File: config.mk
export PLATFORM = sky130hd
export DESIGN_NAME = tobc_regs
export DESIGN_NICKNAME = d
export VERILOG_FILES = /design/src/pkg/tobc_pkg.sv /design/src/design/tobc_track.sv /design/src/design/tobc_regs.sv
export VERILOG_INCLUDE_DIRS = /design/src /design/src/pkg
export SDC_FILE = /design/constraint.sdc
export NUM_CORES = 1
export LEC_CHECK = 0
export ABC_AREA = 1
export BUFFER_PORTS_ARGS = -buffer_cell sky130_fd_sc_hd__buf_2
export CAP_MARGIN = 30
export CORE_MARGIN = 5
export CORE_UTILIZATION = 50
export DETAILED_ROUTE_END_ITERATION = 10
export GPL_ROUTABILITY_DRIVEN = 0
export GPL_TIMING_DRIVEN = 0
export PLACE_DENSITY_LB_ADDON = 0.12
export SKIP_CTS_REPAIR_TIMING = 1
export SLEW_MARGIN = 0
export SYNTH_ARGS = -nofsm -noshare
export SYNTH_HDL_FRONTEND = slang
export SYNTH_SLANG_ARGS = --single-unit
File: constraint.sdc
create_clock -name mclk_i -period 4.58 [get_ports mclk_i]
set_input_delay 0 -clock mclk_i [delete_from_list [all_inputs] [get_ports mclk_i]]
set_output_delay 0 -clock mclk_i [all_outputs]
set_load 0.02 [all_outputs]
File: src/pkg/tobc_cfg.svh
// register offsets, field positions, reset values and timing counts of the output logic block
`ifndef TOBC_CFG_SVH
`define TOBC_CFG_SVH

// ==========================================
// register offsets
`define TOBC_OFS_SEL0      8'h1c
`define TOBC_OFS_SRC0      8'h1e
`define TOBC_OFS_SEL1      8'h21
`define TOBC_OFS_SRC1      8'h23
`define TOBC_OFS_NOISE     8'h4e
`define TOBC_OFS_BUCKET    8'h4f
`define TOBC_OFS_SETTLE    8'h50

// ==========================================
// field positions and masks of the combine select and source registers
`define TOBC_BIT_ON        7
`define TOBC_BIT_INV       1
`define TOBC_BIT_AND       0
`define TOBC_SEL_MASK      8'h83
`define TOBC_SRC_MASK      8'h03

// ==========================================
// reset values
`define TOBC_RST_SEL       8'h00
`define TOBC_RST_SRC0      8'h01
`define TOBC_RST_SRC1      8'h02
`define TOBC_RST_NOISE     8'h28
`define TOBC_RST_BUCKET    8'h64
`define TOBC_RST_SETTLE    8'ha0

// ==========================================
// timing: one settle unit in ns, converted to clock cycles at 25 MHz
`define TOBC_SETTLE_UNIT_NS  40
`define TOBC_CLK_PERIOD_NS   40
`define TOBC_SETTLE_UNIT_CYC ((`TOBC_SETTLE_UNIT_NS + `TOBC_CLK_PERIOD_NS - 1) / `TOBC_CLK_PERIOD_NS)

`endif

File: src/pkg/tobc_pkg.sv
// types shared by the output logic and baseline tracking block
package tobc_pkg;

	// conversion sequencer states
	typedef enum logic [1:0] {
		TOBC_IDLE,
		TOBC_SETTLE,
		TOBC_DONE
	} tobc_conv_t;

	// one byte of register data
	typedef logic [7:0] tobc_byte_t;

	// raw and baseline count width
	typedef logic [15:0] tobc_count_t;

endpackage

File: src/design/tobc_track.sv
// baseline tracker for one sensor: noise gate, bucket and baseline increment
`timescale 1ns/1ps
`include "tobc_cfg.svh"

module tobc_track (
	// clock and reset
	input  wire logic               mclk_i,
	input  wire logic               sys_rst_i,
	// sample input
	input  wire logic               sample_vld_i,
	input  wire tobc_pkg::tobc_count_t raw_i,
	input  wire logic               load_i,
	// shared thresholds
	input  wire tobc_pkg::tobc_byte_t noise_i,
	input  wire tobc_pkg::tobc_byte_t limit_i,
	// state out
	output tobc_pkg::tobc_count_t   base_o,
	output tobc_pkg::tobc_count_t   bucket_o
);
	import tobc_pkg::*;

	tobc_count_t base_r;      // baseline
	tobc_count_t base_nxt;
	tobc_count_t bkt_r;       // accumulator bucket
	tobc_count_t bkt_nxt;
	logic [16:0] diff;        // raw minus baseline, bit 16 set when raw below
	logic [16:0] sum;         // bucket plus difference, bit 16 set on overflow

	// ==========================================
	// next baseline and bucket, once per completed sample
	always_comb begin
		base_nxt = base_r;
		bkt_nxt  = bkt_r;
		diff     = {1'b0, raw_i} - {1'b0, base_r};
		sum      = {1'b0, bkt_r} + diff;
		if (load_i) begin
			// seed baseline from first sample
			base_nxt = raw_i;
			bkt_nxt  = 16'h0000;
		end else if (sample_vld_i && !diff[16] && diff[15:0] != 16'h0000) begin
			if (diff[15:0] > {8'h00, noise_i}) begin
				// above noise: baseline held
				base_nxt = base_r;
			end else if (diff[15:0] < {8'h00, noise_i}) begin
				// inside noise band: accumulate
				if (sum[16] || sum[15:0] >= {8'h00, limit_i}) begin
					base_nxt = base_r + 16'h0001;
					bkt_nxt  = 16'h0000;
				end else begin
					bkt_nxt = sum[15:0];
				end
			end
		end
	end

	// register stage
	always_ff @(posedge mclk_i) begin
		if (sys_rst_i) begin
			base_r <= 16'h0000;
			bkt_r  <= 16'h0000;
		end else begin
			base_r <= base_nxt;
			bkt_r  <= bkt_nxt;
		end
	end

	assign base_o   = base_r;
	assign bucket_o = bkt_r;

	// ==========================================
	// checks
	a_noise_hold: assert property (@(posedge mclk_i) disable iff (sys_rst_i)
		sample_vld_i && !load_i && raw_i > base_r && (raw_i - base_r) > {8'h00, noise_i}
		|=> base_r == $past(base_r))
		else $error("baseline moved above noise threshold");
	a_bucket_fill: assert property (@(posedge mclk_i) disable iff (sys_rst_i)
		base_r == $past(base_r) + 16'h0001 && !$past(load_i) |-> bkt_r == 16'h0000)
		else $error("bucket not cleared on baseline step");
	a_no_drop: assert property (@(posedge mclk_i) disable iff (sys_rst_i)
		!sample_vld_i && !load_i |=> base_r == $past(base_r) && bkt_r == $past(bkt_r))
		else $error("tracking changed without sample");
	c_base_step: cover property (@(posedge mclk_i) disable iff (sys_rst_i)
		sample_vld_i ##1 base_r == $past(base_r) + 16'h0001);

endmodule

File: src/design/tobc_regs.sv
// register bank for output combining logic and shared baseline tracking parameters
`timescale 1ns/1ps
`include "tobc_cfg.svh"

module tobc_regs #(
	parameter bit TWO_BUTTON = 1'b1
) (
	// clock and reset
	input  wire logic                  mclk_i,
	input  wire logic                  sys_rst_i,
	// register port from the serial slave
	input  wire logic                  reg_wr_i,
	input  wire logic                  reg_rd_i,
	input  wire tobc_pkg::tobc_byte_t  reg_addr_i,
	input  wire tobc_pkg::tobc_byte_t  reg_wdata_i,
	output tobc_pkg::tobc_byte_t       reg_rdata_o,
	// device mode and output enables
	input  wire logic                  setup_mode_i,
	input  wire logic [1:0]            out_enable_i,
	// sensors
	input  wire logic [1:0]            sensor_status_i,
	input  wire logic [1:0]            sensor_on_i,
	input  wire logic                  conv_start_i,
	input  wire tobc_pkg::tobc_count_t raw0_i,
	input  wire tobc_pkg::tobc_count_t raw1_i,
	// results
	output logic                       output_pin_zero_o,
	output logic                       output_pin_one_o,
	output logic [1:0]                 combine_active_o,
	output logic                       settling_o,
	output logic                       sample_done_o,
	output tobc_pkg::tobc_count_t      base0_o,
	output tobc_pkg::tobc_count_t      base1_o
);
	import tobc_pkg::*;

	// ==========================================
	// register storage
	tobc_byte_t sel0_r, sel0_nxt;    // combine select, output zero
	tobc_byte_t sel1_r, sel1_nxt;    // combine select, output one
	tobc_byte_t src0_r, src0_nxt;    // combine source, output zero
	tobc_byte_t src1_r, src1_nxt;    // combine source, output one
	tobc_byte_t noise_r, noise_nxt;  // noise_level_value
	tobc_byte_t limit_r, limit_nxt;  // bucket_limit_value
	tobc_byte_t settle_r, settle_nxt; // settle_delay_value
	tobc_byte_t rdata_r, rdata_nxt;  // read data register

	// write decode
	always_comb begin
		sel0_nxt   = sel0_r;
		sel1_nxt   = sel1_r;
		src0_nxt   = src0_r;
		src1_nxt   = src1_r;
		noise_nxt  = noise_r;
		limit_nxt  = limit_r;
		settle_nxt = settle_r;
		if (reg_wr_i) begin
			case (reg_addr_i)
				`TOBC_OFS_SEL0: begin
					// output zero enabled only
					if (out_enable_i[0])
						sel0_nxt = reg_wdata_i & `TOBC_SEL_MASK;
				end
				`TOBC_OFS_SEL1: begin
					if (TWO_BUTTON && out_enable_i[1])
						sel1_nxt = reg_wdata_i & `TOBC_SEL_MASK;
				end
				`TOBC_OFS_SRC0: src0_nxt = reg_wdata_i & `TOBC_SRC_MASK;
				`TOBC_OFS_SRC1: begin
					if (TWO_BUTTON)
						src1_nxt = reg_wdata_i & `TOBC_SRC_MASK;
				end
				`TOBC_OFS_NOISE:  noise_nxt = reg_wdata_i;
				`TOBC_OFS_BUCKET: limit_nxt = reg_wdata_i;
				`TOBC_OFS_SETTLE: begin
					// setup mode only
					if (setup_mode_i)
						settle_nxt = reg_wdata_i;
				end
				default: ;
			endcase
		end
	end

	// read mux; unmapped and absent registers read zero
	always_comb begin
		rdata_nxt = rdata_r;
		if (reg_rd_i) begin
			case (reg_addr_i)
				`TOBC_OFS_SEL0:   rdata_nxt = sel0_r;
				`TOBC_OFS_SEL1:   rdata_nxt = TWO_BUTTON ? sel1_r : 8'h00;
				`TOBC_OFS_SRC0:   rdata_nxt = src0_r;
				`TOBC_OFS_SRC1:   rdata_nxt = TWO_BUTTON ? src1_r : 8'h00;
				`TOBC_OFS_NOISE:  rdata_nxt = noise_r;
				`TOBC_OFS_BUCKET: rdata_nxt = limit_r;
				`TOBC_OFS_SETTLE: rdata_nxt = settle_r;
				default:          rdata_nxt = 8'h00;
			endcase
		end
	end

	// register stage
	always_ff @(posedge mclk_i) begin
		if (sys_rst_i) begin
			sel0_r   <= `TOBC_RST_SEL;
			sel1_r   <= `TOBC_RST_SEL;
			src0_r   <= `TOBC_RST_SRC0;
			src1_r   <= TWO_BUTTON ? `TOBC_RST_SRC1 : 8'h00;
			noise_r  <= `TOBC_RST_NOISE;
			limit_r  <= `TOBC_RST_BUCKET;
			settle_r <= `TOBC_RST_SETTLE;
			rdata_r  <= 8'h00;
		end else begin
			sel0_r   <= sel0_nxt;
			sel1_r   <= sel1_nxt;
			src0_r   <= src0_nxt;
			src1_r   <= src1_nxt;
			noise_r  <= noise_nxt;
			limit_r  <= limit_nxt;
			settle_r <= settle_nxt;
			rdata_r  <= rdata_nxt;
		end
	end

	assign reg_rdata_o = rdata_r;

	// ==========================================
	// combining logic for the two outputs
	logic [1:0] pick0, pick1;  // selected sensor statuses
	logic       res0, res1;    // combined results
	logic       pin0_r, pin0_nxt;
	logic       pin1_r, pin1_nxt;

	// combine: OR or AND of selected statuses, optional inversion
	always_comb begin
		pick0 = src0_r[1:0] & sensor_status_i;
		pick1 = src1_r[1:0] & sensor_status_i;
		// AND over selected only; empty selection gives 0
		res0 = sel0_r[`TOBC_BIT_AND] ? (pick0 == src0_r[1:0] && |src0_r[1:0]) : |pick0;
		res1 = sel1_r[`TOBC_BIT_AND] ? (pick1 == src1_r[1:0] && |src1_r[1:0]) : |pick1;
		pin0_nxt = 1'b0;
		pin1_nxt = 1'b0;
		if (sel0_r[`TOBC_BIT_ON] && out_enable_i[0])
			pin0_nxt = res0 ^ sel0_r[`TOBC_BIT_INV];
		if (TWO_BUTTON && sel1_r[`TOBC_BIT_ON] && out_enable_i[1])
			pin1_nxt = res1 ^ sel1_r[`TOBC_BIT_INV];
	end

	always_ff @(posedge mclk_i) begin
		if (sys_rst_i) begin
			pin0_r <= 1'b0;
			pin1_r <= 1'b0;
		end else begin
			pin0_r <= pin0_nxt;
			pin1_r <= pin1_nxt;
		end
	end

	assign output_pin_zero_o   = pin0_r;
	assign output_pin_one_o    = pin1_r;
	assign combine_active_o[0] = sel0_r[`TOBC_BIT_ON];
	assign combine_active_o[1] = sel1_r[`TOBC_BIT_ON];

	// ==========================================
	// conversion settle sequencer, shared by all sensors
	tobc_conv_t  st_r, st_nxt;
	logic [15:0] cnt_r, cnt_nxt;   // settle cycles left
	logic [15:0] settle_cyc;       // settle length in cycles
	logic        first_r, first_nxt; // baseline seeding pending

	assign settle_cyc = 16'(settle_r) * 16'(`TOBC_SETTLE_UNIT_CYC);

	always_comb begin
		st_nxt    = st_r;
		cnt_nxt   = cnt_r;
		first_nxt = first_r;
		case (st_r)
			TOBC_IDLE: begin
				if (conv_start_i) begin
					st_nxt  = TOBC_SETTLE;
					cnt_nxt = settle_cyc;
				end
			end
			TOBC_SETTLE: begin
				// timed delay before sampling
				if (cnt_r <= 16'h0001)
					st_nxt = TOBC_DONE;
				else
					cnt_nxt = cnt_r - 16'h0001;
			end
			TOBC_DONE: begin
				st_nxt    = TOBC_IDLE;
				first_nxt = 1'b0;
			end
			default: st_nxt = TOBC_IDLE;
		endcase
	end

	always_ff @(posedge mclk_i) begin
		if (sys_rst_i) begin
			st_r    <= TOBC_IDLE;
			cnt_r   <= 16'h0000;
			first_r <= 1'b1;
		end else begin
			st_r    <= st_nxt;
			cnt_r   <= cnt_nxt;
			first_r <= first_nxt;
		end
	end

	assign settling_o    = (st_r == TOBC_SETTLE);
	assign sample_done_o = (st_r == TOBC_DONE);

	// ==========================================
	// per-sensor baseline trackers
	logic [1:0] trk_vld;
	assign trk_vld = {2{st_r == TOBC_DONE}} & sensor_on_i;

	tobc_track u_trk0 (
		.mclk_i       (mclk_i),
		.sys_rst_i    (sys_rst_i),
		.sample_vld_i (trk_vld[0]),
		.raw_i        (raw0_i),
		.load_i       (trk_vld[0] & first_r),
		.noise_i      (noise_r),
		.limit_i      (limit_r),
		.base_o       (base0_o),
		.bucket_o     ()
	);

	tobc_track u_trk1 (
		.mclk_i       (mclk_i),
		.sys_rst_i    (sys_rst_i),
		.sample_vld_i (trk_vld[1] & TWO_BUTTON),
		.raw_i        (raw1_i),
		.load_i       (trk_vld[1] & first_r & TWO_BUTTON),
		.noise_i      (noise_r),
		.limit_i      (limit_r),
		.base_o       (base1_o),
		.bucket_o     ()
	);

	// ==========================================
	// checks
	a_sel_locked: assert property (@(posedge mclk_i) disable iff (sys_rst_i)
		reg_wr_i && reg_addr_i == `TOBC_OFS_SEL0 && !out_enable_i[0] |=> $stable(sel0_r))
		else $error("select written while output disabled");
	a_settle_lock: assert property (@(posedge mclk_i) disable iff (sys_rst_i)
		reg_wr_i && reg_addr_i == `TOBC_OFS_SETTLE && !setup_mode_i |=> $stable(settle_r))
		else $error("settle written outside setup");
	a_pin_off: assert property (@(posedge mclk_i) disable iff (sys_rst_i)
		!sel0_r[`TOBC_BIT_ON] |=> !output_pin_zero_o)
		else $error("output zero driven with combining off");
	a_pin_or: assert property (@(posedge mclk_i) disable iff (sys_rst_i)
		sel0_r[7] && out_enable_i[0] && !sel0_r[0]
		|=> output_pin_zero_o == ($past(|(src0_r[1:0] & sensor_status_i)) ^ $past(sel0_r[1])))
		else $error("output zero OR result wrong");
	a_pin_and: assert property (@(posedge mclk_i) disable iff (sys_rst_i)
		sel0_r[7] && out_enable_i[0] && sel0_r[0] && src0_r[1:0] == 2'b11
		|=> output_pin_zero_o == ((&$past(sensor_status_i)) ^ $past(sel0_r[1])))
		else $error("output zero AND result wrong");
	// one-button build: second output and its registers stay absent
	a_pin_one: assert property (@(posedge mclk_i) disable iff (sys_rst_i)
		!TWO_BUTTON |-> !output_pin_one_o && !combine_active_o[1])
		else $error("second output driven on one-button part");
	a_one_read: assert property (@(posedge mclk_i) disable iff (sys_rst_i)
		!TWO_BUTTON && reg_rd_i &&
		(reg_addr_i == `TOBC_OFS_SEL1 || reg_addr_i == `TOBC_OFS_SRC1) |=> reg_rdata_o == 8'h00)
		else $error("absent register read nonzero");
	a_sel1_locked: assert property (@(posedge mclk_i) disable iff (sys_rst_i)
		reg_wr_i && reg_addr_i == `TOBC_OFS_SEL1 && !out_enable_i[1] |=> $stable(sel1_r))
		else $error("second select written while output disabled");
	a_pin_gate1: assert property (@(posedge mclk_i) disable iff (sys_rst_i)
		!sel1_r[`TOBC_BIT_ON] || !out_enable_i[1] |=> !output_pin_one_o)
		else $error("output one driven while off or disabled");
	a_sel_write: assert property (@(posedge mclk_i) disable iff (sys_rst_i)
		reg_wr_i && reg_addr_i == `TOBC_OFS_SEL0 && out_enable_i[0]
		|=> sel0_r == ($past(reg_wdata_i) & `TOBC_SEL_MASK))
		else $error("select write did not land");
	a_settle_len: assert property (@(posedge mclk_i) disable iff (sys_rst_i)
		st_r == TOBC_IDLE && conv_start_i && settle_r == 8'h02 |=> settling_o [*2] ##1 sample_done_o)
		else $error("settle phase length wrong");
	a_done_pulse: assert property (@(posedge mclk_i) disable iff (sys_rst_i)
		sample_done_o |=> !sample_done_o)
		else $error("sample done held too long");
	c_and_on: cover property (@(posedge mclk_i) sel0_r[0] && output_pin_zero_o);
	c_inv_on: cover property (@(posedge mclk_i) sel1_r[1] && output_pin_one_o);
	c_settle: cover property (@(posedge mclk_i) settling_o ##1 sample_done_o);

endmodule

After elaboration in Yosys (flattened, before gate mapping)
Cells that the tools add are included.
- $add $sub $neg: 7
- multiply operators: 0
- div/mod/pow operators: 0
- magnitude comparators: 7
- eq/ne operators: 16
- shifts and indexed selects: 0
- muxes and demuxes: 21
- bitwise logic cells: 11
- reductions and logical operators: 43
- operators by type and width (operator ; number):
    16-bit 2-to-1 mux ; 14
    8-bit one-hot mux with 7 select lines ; 1
    16-bit by 17-bit adder with 17-bit output ; 2
    16-bit by 16-bit subtractor with 17-bit output ; 2
    16-bit by 1-bit adder with 16-bit output (second input constant) ; 2
    16-bit by 8-bit greater-or-equal comparator with 1-bit output ; 2
    16-bit by 8-bit > comparator with 1-bit output ; 2
    16-bit by 8-bit < comparator with 1-bit output ; 2
    16-bit one-hot mux with 2 select lines ; 1
    16-bit nonzero test ; 2
    8-bit by 7-bit == test with 1-bit output (second input constant) ; 3
    3-bit AND reduction ; 6
    8-bit by 5-bit == test with 1-bit output (second input constant) ; 2
    8-bit by 6-bit == test with 1-bit output (second input constant) ; 2
    16-bit by 1-bit less-or-equal comparator with 1-bit output (second input constant) ; 1
    2-bit OR reduction ; 8
    16-bit by 1-bit subtractor with 16-bit output (second input constant) ; 1
    2-bit nonzero test ; 7
    2-bit AND reduction ; 5
    1-bit logical AND ; 8
    4-bit AND reduction ; 2
    2-bit bitwise AND ; 3
    2-bit by 1-bit inequality test with 1-bit output (second input constant) ; 3
    2-bit == test ; 2
    12 further kinds ; 22
- bits in registers: 127
- latch bits: 0
- bits in writable memories: 0
- memory bits (read-only): 0
- input port bits: 60
- output and inout bits: 46
- logic and storage cells: 122
- memories: 0

Depth between registers and ports, before layout
- word-level depth: 9
- depth in mapped cells: 29
- mapped depth without buffers: 28

Modules after synthesis
A second synthesis with hierarchy kept.
- cell total of the unflattened synthesis: 1932
- area total of the unflattened synthesis: 11517.3 sq um
- by module, submodules not included (module ; times used ; cells an instance ; area an instance (sq um) ; sequential area each (sq um)):
    tobc_track at u_trk0 ; 1 ; 784 ; 4357.9 ; 640.6
    tobc_track at u_trk1 ; 1 ; 670 ; 3981.3 ; 640.6
    tobc_regs ; 1 ; 478 ; 3178.0 ; 1261.2

Worst setup path before layout
No wires, ideal clock.
- path kind: flip-flop to flip-flop
- start: reg u_trk1.base_r[0], in the netlist u_trk1.base_o[0]
- end: reg u_trk1.base_r[10], in the netlist u_trk1.base_o[10]
- library setup time: 0.115 ns
- arrival: 3.714 ns
- data required time: 4.465 ns
- setup slack: 0.751 ns
- stages on the path, launching flop included: 26
- buffers on the path: 1
- period minus slack after synthesis: 3.829 ns
- path through: dfxtp_1 ha_1 inv_1 fa_1 nand2_1 nand3_2 xor2_1 inv_1 ha_1 nand2_1 nor2_1 nand2_1 nand3_1 xor2_1 ha_1 a21oi_1 nand3_1 nor2_1 nand2_1 nor2_1 nand4_4 nand3_4 buf_6 nand3_1 nand2_1 nor2_1
- word-level cells in the longest chain between the ends: 6
- elaborated cells between the ends (all ways): 21
- those cells by class: add/sub (3); order compare (3); eq/ne (1); mux (5); reduce/logical (9)
- RTL lines (element ; RTL line ; RTL):
    from (decl) ; tobc_track.sv:22 ; tobc_count_t base_r;
    from (signal assigned) ; tobc_track.sv:62 ; base_r <= base_nxt;
    16-bit by 16-bit subtractor with 17-bit output / 16-bit by 1-bit adder with 16-bit output (equally long branches) ; tobc_track.sv:34, tobc_track.sv:47 ;
    16-bit by 17-bit adder with 17-bit output, or another cell as far along ; tobc_track.sv:35 ; sum = {1'b0, bkt_r} + diff;
    16-bit by 8-bit greater-or-equal comparator with 1-bit output, or another cell as far along ; tobc_track.sv:46 ; if (sum[16] || sum[15:0] >= {8'h00, limit_i}) begin
    1-bit logical OR, or another cell as far along ; tobc_track.sv:46 ;
    2-bit nonzero test (no line) / 16-bit 2-to-1 mux (equally long branches) ; - ;
    4-bit AND reduction (no line) / 16-bit 2-to-1 mux (equally long branches) ; - ;
Several ways; a longest one is shown, not always the timed one. The select of a mux whose other input is x is not followed.
A chain may end at the register's enable or synchronous reset.

Final worst setup path
- start: reg u_trk1.base_r[0], in the netlist u_trk1.base_o[0]
- end: reg u_trk1.base_r[2], in the netlist u_trk1.base_o[2]
Same word-level chain as after synthesis.

==> metrics.csv <==
metric,value,unit
PD cells,260,nW/um^2
initial core utilization,51.2,%
# setup viols final,0,
largest family of logic cells by synthesized area,simple AND/OR/NAND/NOR gates,
"Seq/Total Area, Yosys",22.6,%
fin nets,2159,
largest net degree at the start of global routing,17,
share of layout cells above drive strength 1,10.8,%
total CTS buffers,17,
drt first pass iters,5,
clk root buf,clkbuf_16,
DR iter-0 viols,686,
number of antenna diodes,0,
fraction of registers with async set or reset after synthesis,0,%
MaxCap Viol Count,0,
Peak Freq,232,MHz
Slowest cell on crit path,fa_1,
Most common cell on crit path,nand2_1,
post-synthesis cell area,11300,sq um
# port buffers,102,
VDD IR max,0.000208,V
Area Overhead vs Synth,15.6,%
Routed Antenna Nets,0,
total grt overflow,0,
row count,54,
first-pass GRT wire length,51100,microns
Pleak,7.07,nW
fin. max-slew vios,0,
Layout fillers,2188,
worst-skew pair later-pin latency,0.43,ns
top-count cell post-synth,nand2_1,
hold slack,-0.0513,ns
clock buffer depth,2,
synth top area cells,"dfxtp_1 23%, nand2_1 17%, ha_1 12%",
Core Area,22000,sq um
"Max FO, Critical Path",10,
hold crit path type,in -> reg,
#FFs+latches synth,127,
Die Wd,160,microns
drt wl/cell,13.5,microns
clk_skew,0.0103,ns
fin area,13000,sq um
YS warnings,0,
Top delay family on crit path,simple AND/OR/NAND/NOR gates,
Vias/cell,5.11,
placed cells,2224,
Vias,11700,
vias in the first global route,11100,
Buf/Inv on CP,3,
initial antenna violation count,1,
Slew HR,50.2,%
CP required,4.89,ns
Slew @ Worst Pin,0.741,ns
Adder-Cell Fraction of Synth Area,12.5,%
dominant cell type by area after synthesis,dfxtp_1,
# IOs,106,
post-synthesis compound-gate area fraction,12.7,%
post-detail-place hpwl,24300,microns
Synth top cells by count,"520 x nand2_1, 309 x inv_1, 191 x nor2_1",
Netlist cell types,52,
area of the die,25600,sq um
Placed Area,12100,sq um
Crit. End Element,flip-flop,
clock sinks,127,
mux cell area share after synthesis,0.300,%
sequential cell area,2550,sq um
Total GRT Usage,23.6,%
Die Y,160,microns
Tmin final,4.31,ns
Layout Cells excl Fill,2282,
kind of critical path,reg -> reg,
Worst Setup Start Kind,flip-flop,
CP arrival,4.62,ns
H-tree lvl count,4,
Hold Fails Final Rpt,6,
simple-gate share of the synthesized area,35.6,%
DRC,0,
"slowest stage delay, CP",0.43,ns
"EDFF count, synth",0,
Synth Area in XOR/XNOR,3.66,%
Synth Instances,1842,
CTS tree,done,
failing checks,hold timing,
ys flop type,dfxtp_1,
Worst-path clk slew,0.06,ns
area share of the largest cell type after synthesis,22.6,%
status,"finished, violations left",
Mapped Avg Cell Area,6.11,sq um
Final Util,59.2,%
multi-input logic area,7360,sq um
net count after synthesis,2012,
Post-Route WL,30800,microns
Final period util,94.0,%
## state kept, by name, summed over array words and instances, names as in the netlist, 2 cells and up
name,count
st_r,2
reg_rdata_o,8
sel0_r,3
u_trk1.base_o,16
cnt_r,16
sel1_r,3
settle_r,8
u_trk0.bucket_o,16
noise_r,8
src0_r,2
u_trk1.bucket_o,16
limit_r,8
u_trk0.base_o,16
src1_r,2
## path summary, 6_finish.rpt
kind / from / endpoint / slack [ns] / cells past startpoint
setup reg to reg: u_trk1.base_o[0] / u_trk1.base_o[2] / 0.27 / 25
hold / removal: raw1_i[11] / u_trk1.base_o[11] / -0.05 / 5
hold reg to reg: u_trk0.bucket_o[8] / u_trk0.bucket_o[8] / 0.44 / 2
setup / recovery: u_trk1.base_o[0] / u_trk1.base_o[2] / 0.27 / 25
## metrics by stage
step	setup TNS, ns	setup WS (ns)	total power [mW]
2_1_floorplan	0	0.751	1.82
3_3_place_gp	0	0.104	2.01
3_5_place_dp	0	0.0993	2.03
4_1_cts	0	0.0460	3.38
5_1_grt	-0.0000506	-0.0000506	3.59
6_report	0	0.273	3.38
## cell families (layout without fill, tap and decap cells)
logic type,count (synthesis),count (layout)
flops,127,127
compound gates,265,265
mux,3,3
simple gates,934,934
xor+xnor,47,47
buf+inv,356,516
fa+ha+maj,110,110
## cell type report
class                           count  share of cell area (%)
Clock inverter                     14                    1.05
Buffer                             39                    1.74
Sequential cell                   127                    19.6
Tap cell                          280                    2.69
Inverter                          317                    9.15
Timing Repair Buffer              128                    5.83
Clock buffer                       18                    3.38
Multi-Input combinational cell   1359                    56.6
## worst min-delay path, stage by stage
cell and delay, ns:
buf_2 0.10, nand2_1 0.05, o21ai_0 0.06, a21oi_1 0.04
nor2_1 0.08
## metal layers
| layer | share of wire (%) | wire length (microns) | vias to the layer above | track usage [%] |
|---|---|---|---|---|
| met1 | 45 | 13900 | 5182 | 29.9 |
| met2 | 48 | 14900 | 277 | 41.5 |
| li1 | - | - | 6159 | - |
| met4 | 1.6 | 478 | 2 | 6.80 |
| met5 | 0.042 | 13 | - | 0 |
| met3 | 5.0 | 1540 | 42 | 3.51 |
## placed cells by master (no fill, tap or decap), types with 16 or more instances in the layout
master / instances
nor2_1: 190
buf_2: 109
nor3_1: 23
nand3_1: 121
dlygate4sd3_1: 21
inv_1: 309
dfxtp_1: 123
xor2_1: 35
clkbuf_16: 17
clkbuf_1: 16
a21oi_1: 150
o21ai_0: 72
nand2_1: 520
ha_1: 101
## where the power goes
group | switching (mW) | internal, mW | total [mW]
Clock | 0.606 | 0.737 | 1.34
Combinational | 0.553 | 0.310 | 0.863
Sequential | 0.0300 | 1.14 | 1.17
Total | 1.19 | 2.19 | 3.38
(Power assumes the default switching activity.)
